[config.mk]
export PLATFORM = sky130hd
export DESIGN_NAME = fgc_decoder
export DESIGN_NICKNAME = d
export VERILOG_FILES = /design/src/fgc_pkg.sv /design/src/fgc_decoder.sv
export SDC_FILE = /design/constraint.sdc
export NUM_CORES = 2
export LEC_CHECK = 0
export ABC_AREA = 0
export BUFFER_PORTS_ARGS = -buffer_cell sky130_fd_sc_hd__clkbuf_2
export CORE_MARGIN = 2
export CORE_UTILIZATION = 60
export DETAILED_ROUTE_END_ITERATION = 16
export GPL_TIMING_DRIVEN = 0
export PLACE_DENSITY = 0.78
export RECOVER_POWER = 50
export SLEW_MARGIN = 20
export SYNTH_ARGS = -nofsm -noshare
export SYNTH_HDL_FRONTEND = slang
export SYNTH_SLANG_ARGS = --single-unit
export TNS_END_PERCENT = 20
[constraint.sdc]
create_clock -name CORE_CLK -period 3.93 [get_ports CORE_CLK]
set_input_delay 0.393 -clock CORE_CLK [delete_from_list [all_inputs] [get_ports CORE_CLK]]
set_output_delay 0.393 -clock CORE_CLK [all_outputs]
set_load 0.01 [all_outputs]
[src/fgc_pkg.sv]
/*
 Shared constants and carrier types for the fieldbus gateway command decoder.
 Assumes frames arrive already delimited and checked by an upstream framer.
*/
`default_nettype none
package fgc_pkg;
   // Function codes
   localparam logic [7:0] FC_RD_COILS = 8'h01;
   localparam logic [7:0] FC_RD_INPUTS = 8'h02;
   localparam logic [7:0] FC_RD_HOLD = 8'h03;
   localparam logic [7:0] FC_RD_INREG = 8'h04;
   localparam logic [7:0] FC_WR_COIL = 8'h05;
   localparam logic [7:0] FC_WR_REG = 8'h06;
   localparam logic [7:0] FC_EXC_STAT = 8'h07;
   localparam logic [7:0] FC_DIAG = 8'h08;
   localparam logic [7:0] FC_WR_COILS = 8'h0F;
   localparam logic [7:0] FC_WR_REGS = 8'h10;
   localparam logic [7:0] FC_DG_RECV = 8'h44;
   localparam logic [7:0] FC_DG_SEND = 8'h48;
   // Diagnostic sub-functions
   localparam logic [15:0] SF_ECHO = 16'h0000;
   localparam logic [15:0] SF_RESTART = 16'h0001;
   localparam logic [15:0] SF_DIAGREG = 16'h0002;
   localparam logic [15:0] SF_DELIM = 16'h0003;
   localparam logic [15:0] SF_LISTEN = 16'h0004;
   localparam logic [15:0] SF_CLEAR = 16'h000A;
   localparam logic [15:0] SF_BUS_MSG = 16'h000B;
   localparam logic [15:0] SF_NO_RESP = 16'h000F;
   // Quantity limits and address span
   localparam logic [15:0] MAX_BITS = 16'h07D0;
   localparam logic [15:0] MAX_WORDS = 16'h007D;
   localparam logic [16:0] ADDR_SPAN = 17'h10000;
   // Exception codes
   localparam logic [7:0] EX_ILL_FUNC = 8'h01;
   localparam logic [7:0] EX_ILL_ADDR = 8'h02;
   localparam logic [7:0] EX_ILL_VAL = 8'h03;
   localparam logic [7:0] EX_DEV_FAIL = 8'h04;
   localparam logic [7:0] EX_NONE = 8'h00;
   // Addresses and defaults
   localparam logic [7:0] ADDR_BCAST = 8'h00;
   localparam logic [7:0] OWN_RST = 8'h01;
   localparam logic [7:0] DELIM_RST = 8'h0A;
   localparam logic [15:0] REF_NONE_LO = 16'h0000;
   localparam logic [15:0] REF_NONE_HI = 16'hFFFF;
   localparam int REF_TYPE_BIT = 15;
   // Counter slots
   localparam int CNT_BUS = 0;
   localparam int CNT_CRC = 1;
   localparam int CNT_EXC = 2;
   localparam int CNT_SLAVE = 3;
   localparam int CNT_NORSP = 4;
   localparam int NCNT = 5;
   // Register offsets
   localparam logic [7:0] R_OWN = 8'h00;
   localparam logic [7:0] R_STAT = 8'h04;
   localparam logic [7:0] R_DIAG = 8'h08;
   localparam logic [7:0] R_CNT_BASE = 8'h0C;
   localparam logic [7:0] R_SEL = 8'h20;
   localparam logic [7:0] R_REF = 8'h24;
   localparam logic [7:0] R_CFG = 8'h28;

   typedef enum logic {ST_IDLE, ST_EXEC} fgc_state_e;
   typedef enum logic {RK_NORMAL, RK_EXCEPT} fgc_kind_e;

   typedef struct packed {
      logic crc_err;
      logic [7:0] slave;
      logic [7:0] func;
      logic [15:0] start; // Start address, or sub-function for diagnostics
      logic [15:0] qty;
      logic [15:0] data;
   } fgc_cmd_s;

   typedef struct packed {
      fgc_kind_e kind;
      logic [7:0] func;
      logic [7:0] exc;
      logic [15:0] data;
   } fgc_rsp_s;

   typedef struct packed {
      logic valid;
      logic word_type;
      logic input_space;
      logic [14:0] addr;
   } fgc_map_s;
endpackage : fgc_pkg
`default_nettype wire

[src/fgc_decoder.sv]
/*
 Command decoder of the serial slave: executes function codes, diagnostics,
 datagram exchange and field-bus reference mapping.
 Assumes an upstream framer delivers one checked frame per CMD_VALID pulse and
 a downstream data store carries out the accesses announced on EXEC.
*/
// Decided for this implementation: the address map and strobed register access.
`timescale 1ns/10ps
`default_nettype none
// Behaviour
// - Accept codes 1-8,15,16; bit counts up to 2000, word counts up to 125
// - Diagnostic 00 echoes the two query data bytes unchanged
// - Diagnostic 01 restarts communications and sends no response
// - Diagnostic 02 returns the 16-bit diagnostics register
// - Diagnostic 03 replaces the ASCII delimiter; line feed after reset
// - Diagnostic 04 enters listen-only and sends no response
// - Diagnostic 10 zeroes all counters and the diagnostics register
// - Diagnostics 11-15 return the five communication counters
// - Function 68 fetches a field-bus datagram, 72 sends one
// - Lower 15 reference bits give the device's starting address
// - Reference top bit selects bit space or word space
// - Reference 0 or FFFF leaves the device unmapped
// - Device point configuration picks input or output space
// - On error nothing executes; exception codes 01 to 04 may answer
// - Broadcast runs only broadcast-capable functions and never answers
// - Act on own address (1-247) and answer it, except in listen-only and for diagnostics 01 and 04
module fgc_decoder
   import fgc_pkg::*;
#(
   parameter int NDEV = 32,
   parameter int PTW = 10
) (
   // Clock and reset
   input wire logic CORE_CLK,
   input wire logic NRST,
   // Register port
   input wire logic [7:0] BUS_ADDR,
   input wire logic [31:0] BUS_WDATA,
   input wire logic BUS_WR,
   input wire logic BUS_RD,
   output logic [31:0] BUS_RDATA,
   // Command in
   input wire logic CMD_VALID,
   input wire fgc_cmd_s CMD,
   output logic CMD_READY,
   // Response out
   output logic RSP_VALID,
   output fgc_rsp_s RSP,
   // Data access out
   output logic EXEC_VALID,
   output fgc_cmd_s EXEC,
   // Device status and datagram side
   input wire logic [7:0] EXC_STATUS,
   input wire logic DG_RX_AVAIL,
   input wire logic DG_TX_BUSY,
   output logic DG_RX_REQ,
   output logic DG_TX_REQ,
   output logic COMM_RESTART,
   output logic LISTEN_ONLY,
   output logic [7:0] DELIM,
   // Reference map lookup
   input wire logic [$clog2(NDEV)-1:0] MAP_DEV,
   input wire logic [PTW-1:0] MAP_POINT,
   output fgc_map_s MAP
);
   localparam int DW = $clog2(NDEV);

   typedef struct packed {
      fgc_state_e st;
      fgc_cmd_s cmd;
      logic [7:0] own;
      logic listen;
      logic [7:0] delim;
      logic [15:0] diag;
      logic [NCNT-1:0][15:0] cnt;
      logic [DW-1:0] sel;
      logic [NDEV-1:0][15:0] refa;
      logic [NDEV-1:0][PTW-1:0] in_pts;
      logic rsp_v;
      fgc_rsp_s rsp;
      logic exec_v;
      logic dg_rx;
      logic dg_tx;
      logic restart;
      fgc_map_s map;
      logic [31:0] rdata;
   } fgc_st_s;

   fgc_st_s q, d;
   fgc_cmd_s c;
   logic mine, bcast, bc_ok, silent, run, answer;
   logic w_clear, w_delim, w_listen, w_restart, w_rx, w_tx, w_exec;
   logic [7:0] exc;
   logic [15:0] rdat, r;

   assign c = q.cmd;

   // Next state: bus access, command execution, map lookup
   always_comb begin
      d = q;
      d.rsp_v = 1'b0;
      d.exec_v = 1'b0;
      d.dg_rx = 1'b0;
      d.dg_tx = 1'b0;
      d.restart = 1'b0;
      mine = c.slave == q.own;
      bcast = c.slave == ADDR_BCAST;
      bc_ok = 1'b0;
      silent = 1'b0;
      exc = EX_NONE;
      rdat = 16'h0000;
      w_clear = 1'b0;
      w_delim = 1'b0;
      w_listen = 1'b0;
      w_restart = 1'b0;
      w_rx = 1'b0;
      w_tx = 1'b0;
      w_exec = 1'b0;
      run = 1'b0;
      answer = 1'b0;

      // Register writes; a table entry is reached through the select register
      if (BUS_WR) begin
         unique case (BUS_ADDR)
            R_OWN: d.own = BUS_WDATA[7:0];
            R_DIAG: d.diag = BUS_WDATA[15:0];
            R_SEL: d.sel = BUS_WDATA[DW-1:0];
            R_REF: d.refa[q.sel] = BUS_WDATA[15:0];
            R_CFG: d.in_pts[q.sel] = BUS_WDATA[PTW-1:0];
            default: ;
         endcase
      end
      // Read data stand only in the cycle after the strobe
      d.rdata = 32'h0000_0000;
      if (BUS_RD) begin
         unique case (BUS_ADDR)
            R_OWN: d.rdata = {24'h00_0000, q.own};
            R_STAT: d.rdata = {23'h00_0000, q.listen, q.delim};
            R_DIAG: d.rdata = {16'h0000, q.diag};
            R_SEL: d.rdata = 32'(q.sel);
            R_REF: d.rdata = {16'h0000, q.refa[q.sel]};
            R_CFG: d.rdata = 32'(q.in_pts[q.sel]);
            default: begin
               for (int i = 0; i < NCNT; i++) begin
                  if (BUS_ADDR == R_CNT_BASE + 8'(4 * i)) d.rdata = {16'h0000, q.cnt[i]};
               end
            end
         endcase
      end

      unique case (q.st)
         ST_IDLE: begin
            if (CMD_VALID) begin
               d.cmd = CMD;
               d.st = ST_EXEC;
            end
         end
         ST_EXEC: begin
            d.st = ST_IDLE;
            // Decode first, commit afterwards, so a refused command changes only the counters
            unique case (c.func)
               FC_RD_COILS, FC_RD_INPUTS, FC_WR_COILS: begin
                  bc_ok = c.func == FC_WR_COILS;
                  if (c.qty == 16'h0000 || c.qty > MAX_BITS) exc = EX_ILL_VAL;
                  else if (17'(c.start) + 17'(c.qty) > ADDR_SPAN) exc = EX_ILL_ADDR;
                  w_exec = 1'b1;
               end
               FC_RD_HOLD, FC_RD_INREG, FC_WR_REGS: begin
                  bc_ok = c.func == FC_WR_REGS;
                  if (c.qty == 16'h0000 || c.qty > MAX_WORDS) exc = EX_ILL_VAL;
                  else if (17'(c.start) + 17'(c.qty) > ADDR_SPAN) exc = EX_ILL_ADDR;
                  w_exec = 1'b1;
               end
               FC_WR_COIL, FC_WR_REG: begin
                  bc_ok = 1'b1;
                  w_exec = 1'b1;
                  rdat = c.data;
               end
               FC_EXC_STAT: rdat = {8'h00, EXC_STATUS};
               FC_DIAG: begin
                  rdat = c.data;
                  if (c.start == SF_ECHO) begin
                     rdat = c.data;
                  end else if (c.start == SF_RESTART) begin
                     bc_ok = 1'b1;
                     silent = 1'b1;
                     w_restart = 1'b1;
                  end else if (c.start == SF_DIAGREG) begin
                     rdat = q.diag;
                  end else if (c.start == SF_DELIM) begin
                     bc_ok = 1'b1;
                     w_delim = 1'b1;
                  end else if (c.start == SF_LISTEN) begin
                     bc_ok = 1'b1;
                     silent = 1'b1;
                     w_listen = 1'b1;
                  end else if (c.start == SF_CLEAR) begin
                     bc_ok = 1'b1;
                     w_clear = 1'b1;
                  end else if (c.start >= SF_BUS_MSG && c.start <= SF_NO_RESP) begin
                     rdat = q.cnt[3'(c.start - SF_BUS_MSG)];
                  end else begin
                     exc = EX_ILL_VAL;
                  end
               end
               FC_DG_RECV: begin
                  if (!DG_RX_AVAIL) exc = EX_DEV_FAIL;
                  w_rx = 1'b1;
               end
               FC_DG_SEND: begin
                  bc_ok = 1'b1;
                  if (DG_TX_BUSY) exc = EX_DEV_FAIL;
                  w_tx = 1'b1;
               end
               default: exc = EX_ILL_FUNC;
            endcase

            d.cnt[CNT_BUS] = q.cnt[CNT_BUS] + 16'h0001;
            if (c.crc_err) begin
               d.cnt[CNT_CRC] = q.cnt[CNT_CRC] + 16'h0001;
            end else if (mine || bcast) begin
               d.cnt[CNT_SLAVE] = q.cnt[CNT_SLAVE] + 16'h0001;
               // Only a restart gets through listen-only; broadcast needs capability
               run = (exc == EX_NONE) && (w_restart || (!q.listen && (mine || bc_ok)));
               answer = mine && !q.listen && !silent;
               if (answer) begin
                  d.rsp_v = 1'b1;
                  d.rsp.func = c.func;
                  d.rsp.data = rdat;
                  d.rsp.exc = exc;
                  d.rsp.kind = (exc == EX_NONE) ? RK_NORMAL : RK_EXCEPT;
                  if (exc != EX_NONE) d.cnt[CNT_EXC] = q.cnt[CNT_EXC] + 16'h0001;
               end else begin
                  d.cnt[CNT_NORSP] = q.cnt[CNT_NORSP] + 16'h0001;
               end
               if (run) begin
                  d.exec_v = w_exec;
                  d.dg_rx = w_rx;
                  d.dg_tx = w_tx;
                  if (w_restart) begin
                     d.restart = 1'b1;
                     d.listen = 1'b0;
                  end
                  if (w_listen) d.listen = 1'b1;
                  if (w_delim) d.delim = c.data[15:8];
                  // Clearing also drops the count of the clearing command itself
                  if (w_clear) begin
                     d.cnt = '0;
                     d.diag = 16'h0000;
                  end
               end
            end
         end
      endcase

      // Reference lookup; configuring tools keep references within 1 to FFFE
      r = q.refa[MAP_DEV];
      d.map.valid = !(r == REF_NONE_LO || r == REF_NONE_HI);
      d.map.word_type = r[REF_TYPE_BIT];
      d.map.addr = r[14:0] + 15'(MAP_POINT);
      d.map.input_space = MAP_POINT < q.in_pts[MAP_DEV];
   end

   // State register
   always_ff @(posedge CORE_CLK or negedge NRST) begin
      if (!NRST) begin
         q <= '0;
         q.own <= OWN_RST;
         q.delim <= DELIM_RST;
      end else begin
         q <= d;
      end
   end

   // Outputs straight from state
   assign CMD_READY = q.st == ST_IDLE;
   assign BUS_RDATA = q.rdata;
   assign RSP_VALID = q.rsp_v;
   assign RSP = q.rsp;
   assign EXEC_VALID = q.exec_v;
   assign EXEC = q.cmd;
   assign DG_RX_REQ = q.dg_rx;
   assign DG_TX_REQ = q.dg_tx;
   assign COMM_RESTART = q.restart;
   assign LISTEN_ONLY = q.listen;
   assign DELIM = q.delim;
   assign MAP = q.map;

   // Checks; a taken command answers two edges later
   logic acc, own_ok;
   assign acc = CMD_VALID && CMD_READY && !CMD.crc_err;
   assign own_ok = acc && CMD.slave == q.own && !q.listen;
endmodule : fgc_decoder
`default_nettype wire

After elaboration in Yosys (flattened, before gate mapping)
Cells that the tools add are included.

cells by class
  $add $sub $neg = 8
  $lt $le $gt $ge = 10
  equality and inequality tests = 29
  mux-type cells = 107
  bitwise operators = 2
  reductions and logical operators = 42

operators with widths
  cell                                                                     number
  512-bit bitwise mux                                                      1
  96-bit 2-to-1 mux                                                        4
  320-bit bitwise mux                                                      1
  16-bit 2-to-1 mux                                                        19
  32-bit case mux with 6 select lines                                      1
  16-bit binary-select mux with 5-bit select                               2
  32-bit 2-to-1 mux                                                        5
  38-bit 2-to-1 mux                                                        3
  10-bit binary-select mux with 5-bit select                               2
  16-bit by 1-bit adder with 16-bit output (second input constant)         5
  16-bit demux with 5-bit select                                           1
  66-bit 2-to-1 mux                                                        1
  64-bit 2-to-1 mux                                                        1
  10-bit demux with 5-bit select                                           1
  16-bit binary-select mux with 3-bit select                               1
  16-bit zero test                                                         3
  16-bit case mux with 3 select lines                                      1
  8-bit case mux with 6 select lines                                       1
  1-bit 2-to-1 mux                                                         42
  8-bit by 3-bit equality test with 1-bit output (second input constant)   5
  8-bit by 5-bit equality test with 1-bit output (second input constant)   5
  34-bit 2-to-1 mux                                                        1
  16-bit by 2-bit equality test with 1-bit output (second input constant)  2
  8-bit by 4-bit equality test with 1-bit output (second input constant)   4
  other kinds (42)                                                         86

word-level totals
  register bits = 1104
  input port bits = 135
  output and inout port bits = 163
  word-level logic and storage cells = 293

Logic depth before layout (Yosys ltp)
  depth in word-level cells = 19
  mapped depth = 17
  gate-level depth less buffers = 15

Worst setup path after synthesis
OpenSTA, ideal clock, no wires.

  kind = input to register
  from = input MAP_DEV[0]
  to = register q, in the netlist MAP[15]
  library setup time = 65 ps
  data arrival time = 4284 ps
  path slack = -419 ps
  stages on the path = 17
  cell sequence = buf_2 buf_2 buf_2 clkbuf_1 buf_2 mux4_2 mux4_2 mux2i_1 ha_1 a21oi_1 nor2b_1 o21ai_0 nand2b_1 a21oi_1 o21ai_0 a2111oi_0 or3_1

RTL lines
  item                line               text
  start: declaration  fgc_decoder.sv:62  input wire logic [$clog2(NDEV)-1:0] MAP_DEV,
  end: declaration    fgc_decoder.sv:89  fgc_st_s q, d;

==> impl_metrics.toml <==
[timing]
setup-tns-final_ns = -15.62
maxSlewViolCount = 325
hold_viol_final = 0
finalWorstSetupSlack_ns = -0.339
worst_pin_slew_ns = 2.32
fin_skew_ns = 0.0291
setup_viol_count_final = 202
layout_min_cycle_time_ns = 4.27
rsz0062_at_grt = "true"
timing.final.crit_share_pct = 109
relSlewSlack_pct = -54.7
fmax_ghz = 0.234

[placement]
dp_hpwl_um = 154000
place_congestion = 1.04
post-place-ws_ns = -1.82
dp_cells = 5843
io_buffers = 246

[power_and_ir_drop]
power.density_nw_per_um2 = 401
ir_drop_uv = 373
p_leak_uw = 0.0307

[setup_path]
rr_startpoint = "q[923]"
crit_path_frequent_cell = "clkbuf_1"
r2r_setup_slack_ns = -0.34
critPathLaunchType = "flop"
worstSetupEndpointType = "flop"
r2r_cells = 9
timing.rr.end = "BUS_RDATA[4]"
path_max_fanout = 10
crit_arrival_ns = 4.84
cpMaxStageDelayCell = "clkbuf_1"
critical_path_class = "reg2reg"
crit_required_ns = 4.50
crit_chain = "clkbuf_1 -> and3_1 -> clkbuf_1 -> clkbuf_1 -> clkbuf_4 -> a22oi_1 -> a31oi_1 -> nor3_1 -> a211oi_1"
worst_path_largest_cell_delay_ns = 0.65

[die]
fp-row-count = 114
die_x_um = 317
initial_utilization_pct = 60.7
fp.dieH_um = 317
core_area_sq_um = 97000
io_pins = 298
dieArea_sq_um = 101000

[hold_path]
hold_depth = 3
worstHoldPathType = "in2reg"
worstHoldEndpoint = "RSP[6]"
hold_start = "EXC_STATUS[6]"

[route]
vias = 45385
drt-vias-per-instance = 7.38
met2_length_um = 96300
m1WireLength_um = 73700
top_layer_used = "met5"
drt-total-wl_um = 224000
dr.first_iter.drc_count = 6679
antenna_left = 0
post-route-drc-count = 0
met3WireLength_um = 33700
wl_per_cell_um = 36.5
drt_pass1_iterations = 6

[global_route]
grt_overflow = 0
grt_usage_pct = 44.8
grt_pass1_wl_um = 315000
grt_max_degree = 93
grt_pass1_vias = 44343
antenna_found_initial = 15

[logic_synthesis]
synth_common_cells = "dfrtp_1, mux2_2, mux4_2"
synth_edf_count = 0
synth.distinct_cells = 78
seq_area_frac_synth_pct = 46.1
netlist.top_cell.by_area = "dfrtp_1"
netlist_area_sq_um = 58800
yosysTopAreaCellShare_pct = 45.9
ys_ff_latch = 1083
avgSynthCellArea_sq_um = 13.8
ys_async_sr_fraction_pct = 100
synth.most_common_cell = "dfrtp_1"
yosys_warnings = 0
synth-main-ff-cell = "dfrtp_1"
synthCells = 4279
synth.area.top_cells = "dfrtp_1, mux4_2, mux2_2, buf_4, clkbuf_1"

[cts]
cts.sinks = 1083
tritoncts = "yes"
clk_latency_ns = 0.74
clk_pin_slew_ns = 0.06
root_buffer = "clkbuf_16"
cts_max_path_buffers = 3
cts_buffers = 113
htree_levels = 3

[run_status]
violations = "max-capacitance violations, max-slew violations, negative setup slack"
status = "complete, but fails checks"

[cells_and_area]
fill_cells = 6570
final_nets = 4946
final_cells = 6148
drive_gt1_share_pct = 45.4
syn2layout_area_growth_pct = 15.2

[flow_run]
maxCapViolations = 4
[per-layer routing]
metal,vias to the layer above,track usage [%]
met1,23174,54.0
li1,17210,-
met4,25,32.1
met2,3873,64.1
met5,-,1.23
met3,1103,19.9
[power breakdown]
group	internal (uW)	switching (uW)
Sequential	11500	559
Combinational	1380	2170
Clock	6760	4850
[registers in the layout, indices dropped and copies added (netlist names)]
| signal | count |
|---|---|
| LISTEN_ONLY | 1 |
| BUS_RDATA | 16 |
| COMM_RESTART | 1 |
| EXEC_VALID | 1 |
| DG_RX_REQ | 1 |
| MAP | 18 |
| DG_TX_REQ | 1 |
| EXEC | 65 |
| RSP | 28 |
| DELIM | 8 |
| q | 942 |
| RSP_VALID | 1 |
[worst max-delay path by stage]
stage                         endpoint  startpoint  cells past startpoint  slack, ns
after CTS                       q[957]    EXEC[32]                     15      0.001
after global placement          q[194]        NRST                      1     -23.84
final                     BUS_RDATA[4]      q[923]                      9      -0.34
after detailed placement       MAP[14]  MAP_DEV[1]                     14      -1.82
after floorplan                MAP[13]  MAP_DEV[0]                     14      -0.02
after global routing            q[934]    EXEC[32]                     15      -0.16
[cell type report]
| cell class | instances | area (sq um) | share of cell area, % |
|---|---|---|---|
| clock inverters | 48 | 637 | 0.940 |
| clock buffers | 164 | 3340 | 4.93 |
| multi-input cells | 2690 | 29600 | 43.7 |
| plain buffers | 487 | 2950 | 4.35 |
| repair buffers | 356 | 2410 | 3.55 |
| diodes | 10 | 25.0 | 0.0369 |
| inverters | 34 | 128 | 0.188 |
| well taps | 1276 | 1600 | 2.36 |
| flip-flops and latches | 1083 | 27100 | 40.0 |
[cell families after synthesis]
group | Yosys count | share of synthesized area (%)
adders and majority gates | 46 | 1.00
muxes | 1431 | 36.6
DFF | 1083 | 46.1
buffers and inverters | 526 | 4.51
and+or+nand+nor | 648 | 5.23
other | 1 | 0.00637
xor gates and xnor gates | 86 | 1.28
AOI/OAI and AO/OA | 458 | 5.32
[worst max-delay path: cells and delay by family, from the launching register on]
kind / cells / cell delay (ns)
simple gates: 2 / 0.47
buf+inv: 4 / 2.18
flops: 1 / 0.32
compound gates: 3 / 1.13
[layout by cell type, fill, tap and decap left out, types with 36 or more instances in the layout]
cell / netlist / final
clkbuf_2: 0 / 233
nand2_1: 250 / 250
nor2_1: 135 / 112
mux4_2: 483 / 483
a22oi_1: 92 / 89
o21ai_0: 80 / 73
nand4_1: 45 / 45
xnor2_1: 37 / 36
clkbuf_4: 0 / 57
ha_1: 44 / 43
clkbuf_16: 0 / 120
clkbuf_1: 257 / 276
xor2_1: 49 / 48
a221oi_1: 38 / 38
dfrtp_1: 1080 / 1078
dlygate4sd3_1: 0 / 71
a21oi_1: 98 / 87
mux2_2: 922 / 921
nand3_1: 65 / 65
buf_4: 158 / 160
[what timing repair did]
| item | CTS | global route |
|---|---|---|
| gates resized for setup | 122 | 108 |
| setup endpoints to repair | 399 | 127 |
| endpoints found under the hold margin | 124 | 0 |
| hold buffers | 71 | 0 |
| pin swaps | 7 | 30 |
| buffers inserted | 8 | 5 |
| gates cloned | 0 | 4 |
[metrics by stage]
step | power [uW] | hold WS [ns] | instance area (sq um) | util [%]
after floorplan | 13900 | 0.0974 | 59000 | -
after global placement | 15300 | 0.466 | 61800 | 63.7
after global routing | 27800 | 0.0306 | 67800 | 69.9
final | 27200 | 0.0174 | 67800 | 69.9
after CTS | 26900 | 0.00813 | 67500 | 69.6
after detailed placement | 15400 | 0.416 | 62400 | 64.3
Power figures use the tool's default switching activity.
